### src/adcp_pkg.sv
// constants, field layouts and types of the converter host command port
// assumes a single 50 MHz oscillator clock drives every count of the block
package adcp_pkg;

    localparam int unsigned CLK_PERIOD_NS = 20;

    // ----------------------------------------
    // sequence counter
    // ----------------------------------------
    localparam int unsigned CNT_W         = 11;
    localparam logic [10:0] CONV_LAST_CNT = 11'h71b;   // 1819, cycle of 1820 counts
    localparam logic [10:0] IDLE_CNT      = 11'h000;
    localparam logic [10:0] FIRST_CNT     = 11'h001;
    localparam logic [10:0] START_CLR_CNT = 11'h005;
    localparam logic [10:0] INT_START_CNT = 11'h070;
    localparam logic [10:0] INT_LEN_60    = 11'h222;   // 546 counts
    localparam logic [10:0] INT_LEN_50    = 11'h28f;   // 655 counts

    // ----------------------------------------
    // command byte fields
    // ----------------------------------------
    localparam int unsigned CMD_START_BIT = 7;
    localparam int unsigned CMD_MODE_BIT  = 6;
    localparam int unsigned CMD_SLEEP_BIT = 5;
    localparam int unsigned CMD_ZERO_BIT  = 4;
    localparam int unsigned CMD_SEL_LO    = 2;
    localparam int unsigned CMD_SEL_HI    = 1;

    // ----------------------------------------
    // status byte fields
    // ----------------------------------------
    localparam int unsigned ST_CLASH_BIT = 7;
    localparam int unsigned ST_EOC_BIT   = 6;
    localparam int unsigned ST_INT_BIT   = 5;
    localparam int unsigned ST_SLEEP_BIT = 4;
    localparam logic [7:0]  RESET_BYTE   = 8'h00;

    // select code is {reg_select_high, reg_select_low}
    typedef enum logic [1:0] {
        SEL_RES_LO  = 2'b00,
        SEL_RES_HI  = 2'b01,
        SEL_STATUS  = 2'b10,
        SEL_INVALID = 2'b11
    } adcp_sel_e;

    typedef enum logic [1:0] {
        ST_IDLE  = 2'b00,
        ST_CONV  = 2'b01,
        ST_SLEEP = 2'b10
    } adcp_state_e;

    typedef struct packed {
        logic      start;
        logic      mode50;
        logic      sleep;
        logic      read_zero;
        adcp_sel_e sel;
    } adcp_cmd_s;

    typedef struct packed {
        logic       cs_n;
        logic       rd_n;
        logic       wr_n;
        logic [7:0] data;
    } adcp_pins_s;

    localparam adcp_cmd_s CMD_RESET = '{1'b0, 1'b0, 1'b0, 1'b0, SEL_RES_LO};

endpackage

### src/adcp_host_port.sv
// command register, result readout and conversion sequencing of the converter
// assumes host pins are asynchronous and results arrive on ref_clk from the analog core
`timescale 1ns/1ps

module adcp_host_port
    import adcp_pkg::*;
(
    input  wire logic        ref_clk,
    input  wire logic        reset_n,
    input  wire logic        clk_en,
    input  wire logic        cs_n,
    input  wire logic        rd_n,
    input  wire logic        wr_n,
    input  wire logic [7:0]  data_in,
    output logic      [7:0]  data_out,
    output logic             data_oe,
    input  wire logic [15:0] result_in,
    input  wire logic [2:0]  fraction_in,
    output logic             eoc,
    output logic             integrating,
    output logic             read_zero,
    output logic             sleep_active
);

    // ----------------------------------------
    // pin synchronisers
    // ----------------------------------------
    adcp_pins_s pins_meta_r;
    adcp_pins_s pins_r;
    adcp_pins_s pins_prev_r;

    // sample the byte bus pins
    // strobes are seen two cycles late, so pulses under one cycle may vanish
    always_ff @(posedge ref_clk or negedge reset_n) begin
        if (!reset_n) begin
            pins_meta_r <= '{1'b1, 1'b1, 1'b1, 8'h00};
            pins_r      <= '{1'b1, 1'b1, 1'b1, 8'h00};
            pins_prev_r <= '{1'b1, 1'b1, 1'b1, 8'h00};
        end else if (clk_en) begin
            pins_meta_r <= '{cs_n, rd_n, wr_n, data_in};
            pins_r      <= pins_meta_r;
            pins_prev_r <= pins_r;
        end
    end

    logic reading;
    logic wr_done;
    logic rd_done;

    assign reading = !pins_r.cs_n && !pins_r.rd_n;
    // write ends on the rising strobe; data is taken from the cycle before it
    assign wr_done = !pins_prev_r.cs_n && !pins_prev_r.wr_n && pins_r.wr_n;
    assign rd_done = !pins_prev_r.cs_n && !pins_prev_r.rd_n && pins_r.rd_n;

    // ----------------------------------------
    // command register
    // ----------------------------------------
    adcp_cmd_s   cmd_r;
    adcp_state_e state_r;
    logic [10:0] cnt_r;
    logic        wr_start;
    logic        start_clr;

    assign wr_start  = wr_done && pins_prev_r.data[CMD_START_BIT];
    // a start written during counts 1..4 is lost to this self clear
    assign start_clr = clk_en && state_r == ST_CONV && cnt_r == START_CLR_CNT;

    always_ff @(posedge ref_clk or negedge reset_n) begin
        if (!reset_n) begin
            cmd_r <= CMD_RESET;
        end else if (clk_en) begin
            if (wr_done) begin
                cmd_r.mode50    <= pins_prev_r.data[CMD_MODE_BIT];
                cmd_r.sleep     <= pins_prev_r.data[CMD_SLEEP_BIT];
                cmd_r.read_zero <= pins_prev_r.data[CMD_ZERO_BIT];
                // select at D1 high, D2 low
                cmd_r.sel       <= adcp_sel_e'({pins_prev_r.data[CMD_SEL_HI],
                                                pins_prev_r.data[CMD_SEL_LO]});
            end
            // self clear, a new write wins
            if (wr_start) begin
                cmd_r.start <= 1'b1;
            end else if (start_clr) begin
                cmd_r.start <= 1'b0;
            end
        end
    end

    // ----------------------------------------
    // conversion sequencer
    // ----------------------------------------
    logic [10:0] int_end;

    assign int_end = INT_START_CNT + (cmd_r.mode50 ? INT_LEN_50 : INT_LEN_60);

    always_ff @(posedge ref_clk or negedge reset_n) begin
        if (!reset_n) begin
            state_r <= ST_IDLE;
            cnt_r   <= IDLE_CNT;
        end else if (clk_en) begin
            case (state_r)
                ST_IDLE: begin
                    // a late start waits for this zero
                    if (cmd_r.start) begin
                        state_r <= ST_CONV;
                        cnt_r   <= FIRST_CNT;
                    end else if (cmd_r.sleep) begin
                        state_r <= ST_SLEEP;
                    end
                end
                ST_CONV: begin
                    // run to the end, then idle
                    if (cnt_r == CONV_LAST_CNT) begin
                        state_r <= ST_IDLE;
                        cnt_r   <= IDLE_CNT;
                    end else begin
                        cnt_r <= cnt_r + FIRST_CNT;
                    end
                end
                ST_SLEEP: begin
                    // oscillator stopped; only a write clearing sleep wakes it
                    if (!cmd_r.sleep) begin
                        state_r <= ST_IDLE;
                    end
                end
                default: begin
                    state_r <= ST_IDLE;
                    cnt_r   <= IDLE_CNT;
                end
            endcase
        end
    end

    logic conv_end;

    assign conv_end = clk_en && state_r == ST_CONV && cnt_r == CONV_LAST_CNT;

    // pin shares the status flag
    // decoded from flops so pin and status bit never disagree
    assign eoc          = state_r != ST_CONV && cnt_r == IDLE_CNT;
    assign integrating  = state_r == ST_CONV && cnt_r >= INT_START_CNT && cnt_r < int_end;
    assign read_zero    = cmd_r.read_zero;
    assign sleep_active = state_r == ST_SLEEP;

    // ----------------------------------------
    // result registers and collision flag
    // ----------------------------------------
    logic [15:0] result_r;
    logic [2:0]  fraction_r;
    logic        clash_r;

    always_ff @(posedge ref_clk or negedge reset_n) begin
        if (!reset_n) begin
            result_r   <= 16'h0000;
            fraction_r <= 3'h0;
        end else if (conv_end) begin
            result_r   <= result_in;
            fraction_r <= fraction_in;
        end
    end

    always_ff @(posedge ref_clk or negedge reset_n) begin
        if (!reset_n) begin
            clash_r <= 1'b0;
        end else if (clk_en) begin
            if (conv_end && reading) begin
                clash_r <= 1'b1;
            end else if (rd_done && cmd_r.sel == SEL_STATUS) begin
                clash_r <= 1'b0;
            end
        end
    end

    // ----------------------------------------
    // read mux
    // ----------------------------------------
    logic [7:0] status_byte;
    logic [7:0] data_out_nxt;
    // the registered mux costs a cycle of read latency but never glitches the pins

    assign status_byte = {clash_r, eoc, integrating, sleep_active, 1'b0, fraction_r};

    always_comb begin
        case (cmd_r.sel)
            SEL_RES_LO:  data_out_nxt = result_r[7:0];
            SEL_RES_HI:  data_out_nxt = result_r[15:8];
            SEL_STATUS:  data_out_nxt = status_byte;
            default:     data_out_nxt = RESET_BYTE;
        endcase
    end

    always_ff @(posedge ref_clk or negedge reset_n) begin
        if (!reset_n) begin
            data_out <= RESET_BYTE;
            data_oe  <= 1'b0;
        end else if (clk_en) begin
            data_out <= data_out_nxt;
            // drive while chip select and read are both low, else release
            data_oe  <= reading;
        end
    end
endmodule // adcp_host_port

### config.mk
export PLATFORM = sky130hd
export DESIGN_NAME = adcp_host_port
export DESIGN_NICKNAME = d
export VERILOG_FILES = /design/src/adcp_pkg.sv /design/src/adcp_host_port.sv
export SDC_FILE = /design/constraint.sdc
export NUM_CORES = 1
export LEC_CHECK = 0
export BUFFER_PORTS_ARGS = -buffer_cell sky130_fd_sc_hd__buf_2
export CAP_MARGIN = 20
export CORE_MARGIN = 2
export CORE_UTILIZATION = 25
export CTS_CLUSTER_SIZE = 28
export DETAILED_ROUTE_END_ITERATION = 7
export PLACE_DENSITY = 0.41
export SLEW_MARGIN = 20
export SYNTH_ARGS = -nofsm -noshare
export SYNTH_HDL_FRONTEND = slang
export SYNTH_SLANG_ARGS = --single-unit
### constraint.sdc
create_clock -name ref_clk -period 2 [get_ports ref_clk]
set_input_delay 0.2 -clock ref_clk [delete_from_list [all_inputs] [get_ports ref_clk]]
set_output_delay 0.2 -clock ref_clk [all_outputs]
set_load 0.02 [all_outputs]
# --- Yosys cells after proc, flatten, opt, wreduce, memory -nomap -nowiden ---
# Index checks and enable logic that the tools add are counted.
totals:
  wordCells: 83
  reg_bits: 81
classes:
  reduce_logical: 29
  bitwise: 1
  muxes: 14
  eq_ne: 11
  addsub: 2
  n_lt_le_gt_ge: 2
ops:
  columns: ["cell", "count"]
  rows:
  - ["$pmux 11 s3", 1]
  - ["$pmux 8 s3", 1]
  - ["$mux 11", 2]
  - ["$logic_and 1x1->1", 14]
  - ["$add 11x1->11 const B", 1]
  - ["$add 7x10->11 const A", 1]
  - ["$eq 11x11->1 const B", 1]
  - ["$eq 11x3->1 const B", 1]
  - ["$ge 11x7->1 const B", 1]
  - ["$logic_not 11->1", 1]
  - ["$lt 11x11->1", 1]
  - ["$mux 2", 4]
  - ["$mux 8", 1]
  - ["$pmux 2 s3", 1]
  - ["$reduce_and 2->1", 3]
  - ["$logic_not 1->1", 5]
  - ["$eq 2x1->1 const B", 2]
  - ["$eq 2x2->1 const B", 2]
  - ["$logic_not 2->1", 2]
  - ["$mux 1", 4]
  - ["$ne 2x1->1 const B", 2]
  - ["$ne 2x2->1 const B", 2]
  - ["$reduce_and 4->1", 1]
  - ["$reduce_bool 2->1", 2]
  - ["other kinds (3)", 3]

# --- Logic depth before layout (Yosys ltp) ---
depth:
  depth_word: 6
  depth_mapped: 6
  mapped_depth_nobuf: 6

# --- Worst setup path before layout ---
# Ideal clock, no wire load.
synth_timing:
  kind: "register to register"
  from: "reg cnt_r[9]"
  to: "reg data_out[6]"
  synth_period_minus_slack_ps: 1916
  t_required_ps: 1930
  slack_ps: 84
  path_buffers: 1
  stages_incl_launch_ff: 7
  arrival_ps: 1846
  setup_ps: 70
  cell_sequence: "dfrtp_1 buf_6 or4_1 or3_4 nor4b_4 a21oi_2 nor2_2"
synth_via:
  elab_chain_cells: 3
synth_rtl:
  columns: ["item", "line_no", "text"]
  rows:
  - ["from (decl)", "adcp_host_port.sv:60", "logic [10:0] cnt_r;"]
  - ["from (signal assigned)", "adcp_host_port.sv:117", "cnt_r <= cnt_r + FIRST_CNT;"]
  - ["$logic_not 11->1", "adcp_host_port.sv:140", "assign eoc = state_r != ST_CONV && cnt_r == IDLE_CNT;"]
  - ["$logic_and 1x1->1", "adcp_host_port.sv:140", null]
  - ["net eoc", "adcp_host_port.sv:19", "output logic eoc,"]
  - ["$pmux 8 s3", "adcp_host_port.sv:184", "case (cmd_r.sel)"]
  - ["to (signal assigned)", "adcp_host_port.sv:197", "data_out <= data_out_nxt;"]
  - ["to (decl)", "adcp_host_port.sv:15", "output logic [7:0] data_out,"]
# The timed path passes the listed nets, and every way through them passes these cells.
# A chain may end at the register's enable or synchronous reset.

# --- Worst setup path in the final report ---
layout_timing:
  from: "reg cnt_r[4]"
  to: "out eoc"
layout_via:
  elab_chain_cells: 2
layout_rtl:
  columns: ["item", "line_no"]
  rows:
  - ["$logic_not 11->1", "adcp_host_port.sv:140"]
  - ["$logic_and 1x1->1", "adcp_host_port.sv:140"]
  - ["to (decl)", "adcp_host_port.sv:19"]
# Every way passes these cells.

==> impl_metrics.toml <==
[logic_synthesis]
postSynthAreaPerCell_um2 = 12.2
synthArstFlopShare = 1.00
synthAdderAreaFrac = 0.0247
yosysTopAreaCell = "dfrtp_1"
syn_nets = 331
synth_top_family_by_area = "multiplexers"
synth-seq-cells = 75
ys.flop_type = "dfrtp_1"
synthSimpleGateAreaFrac = 0.114
synth-edff-count = 0
synth_cell_types = 48
synth_compound_area_frac = 0.103
synth_top_area_frac = 0.466
ys_seq_area_frac = 0.533
ys_warn_count = 0
synthTopCellsByCount = "dfrtp_1 (66), mux2_2 (50), a21oi_1 (19)"
yosys.cell_count.top_type = "dfrtp_1"
synthXorXnorAreaFrac = 0
ys_top_cells_by_area = "dfrtp_1 (47%), mux2_2 (16%), dfstp_2 (6.7%), a21oi_1 (2.7%), ha_1 (2.5%)"
synth_cells = 291
synthMuxAreaShare = 0.181
netlist_area_um2 = 3540

[detailed_routing]
met2_length_um = 3770
drt_iter0_markers = 127
ant_nets = 0
via_per_inst = 4.53
wl_met3_um = 345
wl_per_cell_um = 14.4
wirelength_um = 7920
highest_layer = "met4"
num_vias = 2497
met1_length_um = 3660
drc = 0
firstDrtPassIters = 4

[timing]
fin_crit_sh = 1.14
worst_clock_skew_ns = 0.00350
slew_viol_final = 0
hold_viol = 0
setup-violations-final = 2
grt_setup_unrepaired = "true"
timing_worst_slew_pin_value_ns = 0.642
min_period_ns = 2.29
max_freq_ghz = 0.437
holdWs_ns = 0.0897
fin_ws_ns = -0.289
max-slew-margin-rel = 0.572
setup_tns_ns = -0.343

[place]
dp_hpwl_um = 5420
postPlaceCellArea_um2 = 4110
io_buffers = 43
routabilityCongestion = 0.715

[floorplanning]
die_h_um = 123
io_pins = 46
num_rows = 43
dieWidth_um = 123
dieArea_um2 = 15100
core-area_um2 = 13900
start_util = 0.255

[power]
p_leak_nw = 2.03
intPower_mw = 3.19
p_seq_frac = 0.423
clockPowerShare = 0.313
power_mw = 4.62
p_comb_frac = 0.263
power_switching_mw = 1.43
swShare = 0.309
p_per_area_nw_per_um2 = 1020
peakVddDrop_v = 0.000474

[worst_setup_path]
crit-reg2reg-launch = "cnt_r[6]"
max_stage_delay_ns = 0.53
cp_slowest_cell = "or4_4"
start_kind = "flip-flop"
critPathLaunch = "cnt_r[4]"
required_ns = 1.80
arrival_ns = 2.09
crit_chain = "or4_4 -> or3_4 -> nor4b_4 -> buf_4"
end_kind = "output pin"
path_max_fanout = 2
crit_type = "flip-flop to output pin"

[cells_and_area]
finalInstanceArea_um2 = 4550
syn_to_final_growth_pct = 28.3
diodes = 0
num-nets-final = 406
drive_above_1_share = 0.458

[clock_tree]
cts_root_buf = "clkbuf_16"
cts_tree = "yes"
clock_path_buffers = 2
cts.sinks = 75
cts_htree_levels = 3
cts.clk_slew.worst_paths_ns = 0.06
cts_buffers = 9
clkLatencyLatePin_ns = 0.34

[job]
cap_violations = 0

[global_routing]
grt_pass1_vias = 2498
grt_usage = 0.114
grt_pass1_wl_um = 13000
grt_max_degree = 30
antenna_found_initial = 0
grt-ovfl-total = 0

[worst_hold_path]
hp-start = "result_in[8]"
hold_class = "primary input to flip-flop"

[run_status]
violations = "setup timing"
status = "complete, but fails checks"
final cells by class:
class / instances / area (µm²)
multi-input cells: 190 / 1600
inverters: 8 / 30.0
repair buffers: 82 / 551
fillers: 1433 / 9330
well taps: 180 / 225
clock buffers: 14 / 244
clock inverters: 2 / 12.5
flip-flops and latches: 75 / 1890
per-layer routing:
metal,vias to the layer above,GRT usage
met4,0,0.0490
met2,46,0.176
met5,-,0
met1,1249,0.147
li1,1194,-
met3,8,0.0341
final timing paths:
| path | to | slack, ns | cells after the start |
|---|---|---|---|
| max | eoc | -0.29 | 4 |
| max in group asynchronous | pins_prev_r[8] | 1.13 | 3 |
| min reg2reg | clash_r | 0.48 | 2 |
| min | result_r[8] | 0.09 | 2 |
| min in group asynchronous | data_oe | 0.33 | 2 |
| max reg2reg | result_r[11] | 0.01 | 5 |
layout by cell type, fill, tap and decap left out, types with 5 or more instances in the layout:
| master | instances |
|---|---|
| mux2_4 | 13 |
| inv_1 | 7 |
| ha_1 | 7 |
| nor2_1 | 16 |
| dfstp_2 | 9 |
| clkbuf_1 | 5 |
| o21ai_0 | 16 |
| nor2b_1 | 5 |
| dfrtp_1 | 66 |
| nand2_1 | 13 |
| a21oi_1 | 19 |
| buf_2 | 40 |
| mux2i_1 | 8 |
| mux2_2 | 37 |
| clkbuf_16 | 9 |
| buf_4 | 37 |
| o31ai_1 | 6 |
through the flow:
stage | setup slack (ns) | utilization | std cells
floorplan | 0.0840 | - | 291
global placement | 0.00389 | 0.296 | 525
detailed placement | -0.0102 | 0.296 | 525
CTS | -0.350 | 0.321 | 548
global route | -0.374 | 0.328 | 551
finish | -0.289 | 0.328 | 551
sequential cells by signal, summed over array words and instances (netlist names):
| register | cells |
|---|---|
| result_r | 16 |
| cnt_r | 11 |
| pins_meta_r | 9 |
| pins_prev_r | 9 |
| pins_r | 9 |
| data_out | 8 |
| cmd_r | 5 |
| fraction_r | 3 |
| state_r | 2 |
| clash_r | 1 |
| data_oe | 1 |
| read_zero | 1 |
power groups by stage:
stage | logic, mW | clock network [mW] | registers, mW
finish | 1.22 | 1.45 | 1.96
global placement | 1.15 | 0 | 1.99
CTS | 1.21 | 1.52 | 1.97
detailed placement | 1.16 | 0 | 1.99
floorplan | 0.820 | 0 | 1.92
global route | 1.35 | 1.57 | 1.99
critical path: cells and delay by family, from the launching register on:
kind | cells | cell delay, ns
buf+inv | 1 | 0.20
flops | 1 | 0.38
simple gates | 3 | 1.17
logic make-up after synthesis:
| kind of cell | Yosys count |
|---|---|
| flip-flops | 75 |
| AND/OR/NAND/NOR | 68 |
| multiplexers | 58 |
| AO/OA/AOI/OAI | 57 |
| buffers and inverters | 26 |
| adder cells (fa/ha/maj) | 7 |
repair_timing:
action	in CTS	in global routing
setup buffers	6	4
pin swaps	1	1
hold endpoints to repair	25	0
gates resized for setup	11	16
endpoints found under the setup margin	2	4
hold buffers	1	0
(Power assumes the default switching activity.)
